$ cat src/hdl/eipd_params.svh
// Notes on behaviour
// Bit 4 enables the pin as an interrupt request input.
// Enabled pin gets an internal pull resistor unless pull disable is set.
// Bit 6 set with pin enabled turns the internal pull device off.
// Bit 5 polarity: 0 falling edge or low level, 1 rising or high.
// Rising polarity turns the optional pull into a pulldown.
// Bit 0 mode: 0 edge only, 1 edge plus matching level.
// Bit 3 reads as the event flag, set on detected events.
// Writing 1 to bit 2 clears the flag; it always reads 0.
// In level mode the flag cannot clear while the pin is asserted.
// Bit 1 enables the hardware interrupt request while flag is set.
// Pin is synchronised; no events while the pin function is disabled.
// Bit 7 reads as zero and ignores writes.
`ifndef EIPD_PARAMS_SVH
`define EIPD_PARAMS_SVH
`define EIPD_ADDR_W 2
`define EIPD_OFS_CTRL 2'h0
`define EIPD_OFS_STAT 2'h1
`define EIPD_OFS_MASK 2'h2
`define EIPD_BIT_MODE 0
`define EIPD_BIT_REQEN 1
`define EIPD_BIT_ACK 2
`define EIPD_BIT_FLAG 3
`define EIPD_BIT_PINEN 4
`define EIPD_BIT_POL 5
`define EIPD_BIT_PDD 6
`define EIPD_CTRL_RESET 8'h00
`define EIPD_EV_EVENT 0
`define EIPD_EV_OVERRUN 1
`define EIPD_NUM_EV 2
`endif

$ cat src/hdl/eipd_pkg.sv
package eipd_pkg;
  typedef enum logic [1:0] {
    EIPD_PIN_OFF = 2'h0,
    EIPD_PIN_IDLE = 2'h1,
    EIPD_PIN_ACTIVE = 2'h3
  } eipd_pin_state_t;
endpackage

$ cat src/hdl/eipd_sync.sv
`timescale 1ns/10ps
`default_nettype none
module eipd_sync (
  // Clock and reset
  input wire logic sys_clk_in,
  input wire logic rst_in,
  // Level
  input wire logic async_in,
  output logic sync_out
);
  logic meta_reg;
  always_ff @(posedge sys_clk_in or posedge rst_in) begin
    if (rst_in) begin
      meta_reg <= 1'b0;
      sync_out <= 1'b0;
    end else begin
      meta_reg <= async_in;
      sync_out <= meta_reg;
    end
  end
endmodule
`default_nettype wire

$ cat src/hdl/eipd_top.sv
`timescale 1ns/10ps
`default_nettype none
`include "eipd_params.svh"
module eipd_top import eipd_pkg::*; (
  // Clock and reset
  input wire logic sys_clk_in,
  input wire logic rst_in,
  // Register port
  input wire logic [`EIPD_ADDR_W-1:0] reg_addr_in,
  input wire logic [7:0] reg_wdata_in,
  input wire logic reg_wr_in,
  input wire logic reg_rd_in,
  output logic [7:0] reg_rdata_out,
  // Request pin and pull device
  input wire logic req_pin_in,
  output logic pull_up_en_out,
  output logic pull_down_en_out,
  // Interrupts
  output logic cpu_irq_out,
  output logic irq_out
);
  logic pin_s;
  logic pin_prev_reg;
  logic [7:0] ctrl_reg;
  logic [7:0] ctrl_next;
  logic flag_reg;
  logic flag_next;
  logic [`EIPD_NUM_EV-1:0] stat_reg;
  logic [`EIPD_NUM_EV-1:0] mask_reg;
  logic [`EIPD_NUM_EV-1:0] ev_vec;
  eipd_pin_state_t st_reg;
  eipd_pin_state_t st_next;
  wire mode_lvl = ctrl_reg[`EIPD_BIT_MODE];
  wire req_en = ctrl_reg[`EIPD_BIT_REQEN];
  wire pin_en = ctrl_reg[`EIPD_BIT_PINEN];
  wire pol = ctrl_reg[`EIPD_BIT_POL];
  wire pdd = ctrl_reg[`EIPD_BIT_PDD];
  wire wr_ctrl = reg_wr_in && (reg_addr_in == `EIPD_OFS_CTRL);
  wire wr_stat = reg_wr_in && (reg_addr_in == `EIPD_OFS_STAT);
  wire wr_mask = reg_wr_in && (reg_addr_in == `EIPD_OFS_MASK);
  wire ack = wr_ctrl && reg_wdata_in[`EIPD_BIT_ACK];
  // pin sync
  eipd_sync u_sync (
    .sys_clk_in(sys_clk_in),
    .rst_in(rst_in),
    .async_in(req_pin_in),
    .sync_out(pin_s)
  );
  // polarity view
  wire asserted = pol ? pin_s : ~pin_s;
  wire was_asserted = pol ? pin_prev_reg : ~pin_prev_reg;
  // detection off at once when the pin function is cleared
  wire det_on = (st_reg != EIPD_PIN_OFF) && pin_en;
  // edge compare, gated by enable
  wire edge_det = det_on && asserted && !was_asserted;
  // level mode adds held level
  wire lvl_det = det_on && mode_lvl && asserted;
  wire event_det = edge_det || lvl_det;
  // pin function state
  always_comb begin
    st_next = st_reg;
    case (st_reg)
      EIPD_PIN_OFF: begin
        if (pin_en) begin
          st_next = EIPD_PIN_IDLE;
        end
      end
      EIPD_PIN_IDLE: begin
        if (!pin_en) begin
          st_next = EIPD_PIN_OFF;
        end else if (asserted) begin
          st_next = EIPD_PIN_ACTIVE;
        end
      end
      EIPD_PIN_ACTIVE: begin
        if (!pin_en) begin
          st_next = EIPD_PIN_OFF;
        end else if (!asserted) begin
          st_next = EIPD_PIN_IDLE;
        end
      end
      default: st_next = EIPD_PIN_OFF;
    endcase
  end
  // bit 7 and R8 ack bit never stored
  assign ctrl_next = wr_ctrl ?
    {1'b0, reg_wdata_in[6:4], 2'b00, reg_wdata_in[1:0]} : ctrl_reg;
  // ack clears, event wins
  assign flag_next = event_det ? 1'b1 : (ack ? 1'b0 : flag_reg);
  assign ev_vec[`EIPD_EV_EVENT] = event_det && !flag_reg;
  assign ev_vec[`EIPD_EV_OVERRUN] = edge_det && flag_reg && !ack;
  always_ff @(posedge sys_clk_in or posedge rst_in) begin
    if (rst_in) begin
      ctrl_reg <= `EIPD_CTRL_RESET;
      flag_reg <= 1'b0;
      pin_prev_reg <= 1'b0;
      st_reg <= EIPD_PIN_OFF;
    end else begin
      ctrl_reg <= ctrl_next;
      flag_reg <= flag_next;
      pin_prev_reg <= pin_s;
      st_reg <= st_next;
    end
  end
  // Sticky status, write one to clear, set wins
  genvar gi;
  generate
    for (gi = 0; gi < `EIPD_NUM_EV; gi++) begin : g_stat
      always_ff @(posedge sys_clk_in or posedge rst_in) begin
        if (rst_in) begin
          stat_reg[gi] <= 1'b0;
          mask_reg[gi] <= 1'b0;
        end else begin
          if (ev_vec[gi]) begin
            stat_reg[gi] <= 1'b1;
          end else if (wr_stat && reg_wdata_in[gi]) begin
            stat_reg[gi] <= 1'b0;
          end
          if (wr_mask) begin
            mask_reg[gi] <= reg_wdata_in[gi];
          end
        end
      end
    end
  endgenerate
  // readback
  wire [7:0] ctrl_view = {1'b0, ctrl_reg[6:4], flag_reg, 1'b0,
    ctrl_reg[1:0]};
  wire [7:0] rd_mux =
    (reg_addr_in == `EIPD_OFS_CTRL) ? ctrl_view :
    (reg_addr_in == `EIPD_OFS_STAT) ? {6'h00, stat_reg} :
    (reg_addr_in == `EIPD_OFS_MASK) ? {6'h00, mask_reg} : 8'h00;
  always_ff @(posedge sys_clk_in or posedge rst_in) begin
    if (rst_in) begin
      reg_rdata_out <= 8'h00;
    end else begin
      reg_rdata_out <= reg_rd_in ? rd_mux : 8'h00;
    end
  end
  // pull device
  assign pull_up_en_out = pin_en && !pdd && !pol;
  assign pull_down_en_out = pin_en && !pdd && pol;
  // request
  assign cpu_irq_out = req_en && flag_reg;
  assign irq_out = |(stat_reg & mask_reg);

  chk_ack_clears: assert property (@(posedge sys_clk_in) disable iff (rst_in)
    ack && !event_det |=> !flag_reg)
    else $error("ack did not clear flag");
  chk_level_holds: assert property (@(posedge sys_clk_in) disable iff (rst_in)
    ack && lvl_det |=> flag_reg)
    else $error("flag cleared while level asserted");
  chk_edge_sets: assert property (@(posedge sys_clk_in) disable iff (rst_in)
    pin_en && $past(pin_en) && $past(pin_en, 2) && (st_reg != EIPD_PIN_OFF)
    && pol && pin_s && !pin_prev_reg |=> flag_reg)
    else $error("rising edge missed");
  chk_off_quiet: assert property (@(posedge sys_clk_in) disable iff (rst_in)
    !pin_en && !flag_reg && !ack ##1 !pin_en |-> !flag_reg)
    else $error("event while disabled");
  chk_req_follow: assert property (@(posedge sys_clk_in) disable iff (rst_in)
    reg_rd_in && (reg_addr_in == `EIPD_OFS_CTRL) |=>
    ($past(cpu_irq_out) == (reg_rdata_out[`EIPD_BIT_REQEN] &&
    reg_rdata_out[`EIPD_BIT_FLAG])))
    else $error("request mismatch");
  chk_pull_kind: assert property (@(posedge sys_clk_in) disable iff (rst_in)
    wr_ctrl && reg_wdata_in[4] && !reg_wdata_in[6] |=>
    (pull_down_en_out == $past(reg_wdata_in[5])) && 
    (pull_up_en_out != pull_down_en_out))
    else $error("pull kind wrong");
  chk_pull_off: assert property (@(posedge sys_clk_in) disable iff (rst_in)
    wr_ctrl && reg_wdata_in[6] |=> !pull_up_en_out && !pull_down_en_out)
    else $error("pull not disabled");
  chk_bit7_zero: assert property (@(posedge sys_clk_in) disable iff (rst_in)
    reg_rd_in && reg_addr_in == `EIPD_OFS_CTRL |=> !reg_rdata_out[7]
    && !reg_rdata_out[2])
    else $error("reserved bit nonzero");
  chk_mode_edge: assert property (@(posedge sys_clk_in) disable iff (rst_in)
    !mode_lvl && ack && !edge_det |=> !flag_reg)
    else $error("edge mode flag stuck");
endmodule
`default_nettype wire

$ cat config.mk
export PLATFORM = sky130hd
export DESIGN_NAME = eipd_top
export DESIGN_NICKNAME = d
export VERILOG_FILES = /design/src/hdl/eipd_pkg.sv /design/src/hdl/eipd_sync.sv /design/src/hdl/eipd_top.sv
export VERILOG_INCLUDE_DIRS = /design/src /design/src/hdl
export SDC_FILE = /design/constraint.sdc
export NUM_CORES = 1
export LEC_CHECK = 0
export BUFFER_PORTS_ARGS = -buffer_cell sky130_fd_sc_hd__buf_2
export CORE_MARGIN = 10
export CORE_UTILIZATION = 40
export DETAILED_ROUTE_END_ITERATION = 8
export GPL_ROUTABILITY_DRIVEN = 0
export GPL_TIMING_DRIVEN = 0
export PLACE_DENSITY_LB_ADDON = 0.3
export SYNTH_ARGS = -nofsm -noshare
export SYNTH_HDL_FRONTEND = slang
export SYNTH_SLANG_ARGS = --single-unit
$ cat constraint.sdc
create_clock -name sys_clk_in -period 1.1 [get_ports sys_clk_in]
set_clock_uncertainty 0.1 [all_clocks]
set_input_delay 0.055 -clock sys_clk_in [delete_from_list [all_inputs] [get_ports sys_clk_in]]
set_output_delay 0.055 -clock sys_clk_in [all_outputs]
set_load 0.005 [all_outputs]
Word-level counts from Yosys, hierarchy flattened --
Index checks and enable logic that the tools add are counted.
Operators by class: equality and inequality tests 7, muxes and demuxes 18, bitwise gates (word level) 3, reductions and logical operators 32
Operators with widths (number):
- $logic_and 1x1->1 | 18
- $mux 2 | 7
- $mux 7 | 2
- $mux 1 | 8
- $reduce_bool 2->1 | 4
- $ne 3x3->1 const B | 2
- $pmux 2 s3 | 1
- $logic_not 1->1 | 5
- $eq 2x1->1 const B | 2
- $eq 2x2->1 const B | 2
- $logic_not 2->1 | 2
- $reduce_and 3->1 | 1
- $and 2x2->2 | 1
- $ne 2x2->1 const B | 1
- $not 1->1 | 2
- $reduce_or 2->1 | 1
- $logic_or 1x1->1 | 1
Storage, ports and cells: bits in registers 22, word-level logic and storage cells 71

Depth between registers and ports, before layout --
depth after elaboration 7, depth in mapped cells 4, gate-level depth less buffers 3

Hierarchy --
A second synthesis with hierarchy kept.
Second synthesis, totals: cell total of the unflattened synthesis 70, area, all modules 897.1 um2
By module, submodules not included:
- eipd_top | times used 1, cells each 67, area an instance 843.3 um2
- eipd_sync | times used 1, cells each 3, area an instance 53.8 um2

Worst setup path before layout --
No wires, ideal clock.
path type register to register, start register ctrl_reg[5], end register stat_reg[0], setup time 0.095 ns, arrival 0.939 ns, path slack -0.035 ns, cell stages (with the launch flop) 4, buffers on the path 0, period minus slack after synthesis 1.135 ns, cell sequence dfrtp_1 > xnor2_1 > o211ai_1 > o31ai_1
Between the ends: cells in the longest elaborated chain, start to end 6, elaborated cells on any way between the ends 10, classes of those cells mux (3); reduce/logical (7)
Ends and longest elaborated chain:
- start, declared | line eipd_top.sv:24 | logic [7:0] ctrl_reg;
- start signal, assigned | line eipd_top.sv:94 | ctrl_reg <= `EIPD_CTRL_RESET;
- start signal, assigned | line eipd_top.sv:99 | ctrl_reg <= ctrl_next;
- $mux 1, on equally long branches | line eipd_top.sv:50, eipd_top.sv:51
- $logic_and 1x1->1 or $logic_not 1->1 (tied branches) | line eipd_top.sv:55 | wire edge_det = det_on && asserted && !was_asserted;
- $logic_and 1x1->1 | line eipd_top.sv:55
- $logic_or 1x1->1 * | line eipd_top.sv:58 | wire event_det = edge_det || lvl_det;
- $logic_and 1x1->1 * | line eipd_top.sv:90 | assign ev_vec[`EIPD_EV_EVENT] = event_det && !flag_reg;
- $mux 1 or $reduce_bool 2->1 (tied branches)
- end signal, assigned by index | line eipd_top.sv:111 | stat_reg[gi] <= 1'b0;
- end signal, assigned by index | line eipd_top.sv:115 | stat_reg[gi] <= 1'b1;
- end signal, assigned by index | line eipd_top.sv:117 | stat_reg[gi] <= 1'b0;
- end, declared | line eipd_top.sv:28 | logic [`EIPD_NUM_EV-1:0] stat_reg;
Mark *: on every way between the ends. The rest lies on a longest branch, timed or not. A chain may end at the register's enable or synchronous reset.

Worst setup path in the final report --
start register ctrl_reg[5], end output port pull_down_en_out
Between the ends: cells in the longest elaborated chain, start to end 1
Ends and longest elaborated chain:
- $logic_and 1x1->1 | line eipd_top.sv:142 | assign pull_down_en_out = pin_en && !pdd && pol;
- end, declared | line eipd_top.sv:17 | output logic pull_down_en_out,
No other way between the ends.

==> impl_metrics.py <==
metrics = {
    "power": {
        "p_total_uw": 1830,
        "switching_share": 0.274,
        "internal-power_uw": 1330,
        "pwr_density_cell_nw_per_um2": 1540,
        "power.leakage_uw": 0.000580,
        "p_seq_frac": 0.557,
        "power.switching_uw": 502,
        "comb_power_share": 0.247,
        "clkPwrFrac": 0.196,
        "ir_drop_mv": 1.18,
    },
    "setup_path": {
        "r2r_cells": 3,
        "r2r-start": "ctrl_reg[5]",
        "crit_path_end": "pull_down_en_out",
        "crit_cells": 2,
        "cp_num_buf_inv": 1,
        "crit_chain": "and3b_1, buf_2",
        "worst-setup-path-type": "flip-flop to primary output",
        "crit_required_ps": 940,
        "endpoint_kind": "primary output",
        "cp_max_fo": 6,
        "worstPathArrival_ps": 1070,
        "cp_slowest_cell": "dfrtp_2",
        "critPathMaxStageDelay_ps": 480,
        "r2r_setup_slack_ps": -110,
        "cp_top_family": "flip-flops",
        "crit_path_start": "ctrl_reg[5]",
        "cp-start-kind": "flip-flop",
        "r2r-end": "stat_reg[1]",
    },
    "synthesis": {
        "netlist-cell-type-count": 23,
        "async_reset_ff_frac": 1.00,
        "yosys.cell_count.top_type": "dfrtp_1",
        "synth_ff_type": "dfrtp_1",
        "synth_common_cells": "dfrtp_1 (21), and2_1 (7), mux2_2 (7)",
        "ys_seq_elements": 21,
        "yosysTopAreaCell": "dfrtp_1",
        "synth_top_area_share": 0.586,
        "synth_area_per_cell_um2": 13.2,
        "ys_warn_count": 0,
        "seq_area_frac_synth": 0.586,
        "syn-cell-area_um2": 897,
        "postSynthCellCount": 68,
        "synth_edf_count": 0,
        "synth.area.top_cells": "dfrtp_1 (59%), mux2_2 (8.8%), and2_1 (4.9%)",
    },
    "route": {
        "drc_errors": 0,
        "routed-via-count": 616,
        "ant_nets": 0,
        "wire_per_inst_um": 12.9,
        "drt-pass1-iter-count": 2,
        "drtIter0Drc": 4,
        "routed_wl_um": 1710,
        "vias_per_cell": 4.67,
    },
    "cts": {
        "cts_buffers": 3,
        "cts_root_buffer": "clkbuf_4",
        "clock_path_buffers": 2,
        "htree_levels": 1,
        "hold_buffers": 9,
        "cts_tree": "built",
        "path_clk_slew_ps": 110,
        "cts.sinks": 21,
        "clock_latency_ps": 290,
    },
    "floorplanning": {
        "start_util": 0.413,
        "row_count": 17,
        "die_y_um": 67.4,
        "dieWidth_um": 67.4,
        "pin_count": 27,
        "core_um2": 2170,
        "dieArea_um2": 4540,
    },
    "sta": {
        "rsz0062_at_grt": "true",
        "worst_pin_slew_ps": 758,
        "relSlewSlack": 0.494,
        "setup_ws_ps": -127,
        "final_max_slew_viol_count": 0,
        "post-route-period-util": 1.12,
        "whs_ps": -227,
        "setup_viol": 7,
        "hold_viol_final": 21,
        "fin_crit_ps": 1230,
        "max_freq_mhz": 815,
    },
    "place": {
        "dpl_cell_area_um2": 1040,
        "io_buffer_count": 20,
        "hpwl_um": 1210,
    },
    "finish": {
        "nNetsFinal": 120,
        "num_antenna_cells": 0,
        "area_delta_synth_final_pct": 32.5,
        "largest_reg_flops": 6,
        "drive_above_1_share": 0.413,
        "final_area_um2": 1190,
    },
    "run_status": {
        "outcome": "finished with violations",
        "violations": "hold timing, setup timing",
    },
    "grt": {
        "grt_usage": 0.0784,
        "grt_pass1_wl_um": 2720,
        "antenna_found_initial": 0,
        "grt_max_degree": 22,
        "overflow": 0,
        "grt_pass1_vias": 617,
    },
    "hold_path": {
        "holdCritPathClass": "input port to asynchronous set/reset pin",
    },
    "flow_run": {
        "drv_cap": 0,
    },
}
per-layer routing:
layer | share of wire | global-route usage | vias up
met5 | 0 | 0 | -
met4 | 0.0094 | 0.0385 | 0
met3 | 0.069 | 0.0281 | 2
met2 | 0.53 | 0.137 | 11
met1 | 0.39 | 0.0813 | 294
li1 | - | - | 309
cells by family (layout without fill, tap and decap cells):
logic type                count (synthesis)  count (layout)  share of synthesized area
DFF                                      21              21                      0.586
other                                     1               2                    0.00418
AOI/OAI and AO/OA                         9               9                     0.0711
xor gates and xnor gates                  2               2                     0.0195
and+or+nand+nor                          20              20                      0.163
buffers and inverters                     6              41                     0.0460
muxes                                     9               9                      0.110
worst min-delay path by stage:
stage	endpoint	from	cells after the start
2_1_floorplan	ctrl_reg[0]	rst_in	1
3_3_place_gp	u_sync.meta_reg	req_pin_in	1
3_5_place_dp	u_sync.meta_reg	req_pin_in	1
4_1_cts	reg_rdata_out[3]	rst_in	2
5_1_grt	reg_rdata_out[1]	rst_in	2
6_report	reg_rdata_out[3]	rst_in	2
per-stage QoR:
stage,setup TNS [ps],worst slack [ps],util,cells
floorplan,0,21.3,-,69
global placement,-543,-109,0.478,117
detailed placement,-595,-97.7,0.478,117
CTS,-728,-135,0.542,132
global route,-1160,-201,0.548,132
finish,-692,-127,0.548,132
placed cells by master, fill, tap and decap left out, drive strengths merged:
cell	instances
o21ai	3
buf	26
nand4b	2
a22o	1
o211ai	1
a21bo	1
mux2	7
dfrtp	21
xnor2	2
nand2	2
nor3b	3
dlygate4sd3	9
nand3b	3
nor2b	1
inv	2
and3b	1
conb	2
and3	1
a21boi	1
o31ai	2
and2	7
clkbuf	4
mux2i	2
power groups by stage:
stage                     clock, µW  sequential [µW]  combinational, µW
after detailed placement          0             1040                379
final                           360             1020                452
after CTS                       378             1020                452
after global placement            0             1040                372
after global routing            407             1050                509
after floorplan                   0             1000                264
what timing repair did:
action / 4_1_cts / 5_1_grt
setup buffers: 2 / 0
pin swaps: 2 / 1
hold endpoints to repair: 34 / 21
endpoints found under the setup margin: 7 / 9
gates resized for setup: 3 / 2
final cells by class:
| cell class | count | area (µm²) |
|---|---|---|
| buffer | 4 | 33.8 |
| clock buffer | 4 | 26.3 |
| fill | 196 | 981 |
| inverter | 2 | 7.51 |
| multi-input combinational | 42 | 354 |
| sequential | 21 | 527 |
| tap | 28 | 35.0 |
| timing repair buffer | 31 | 205 |
Note: power is estimated with default switching activity, not from simulation.
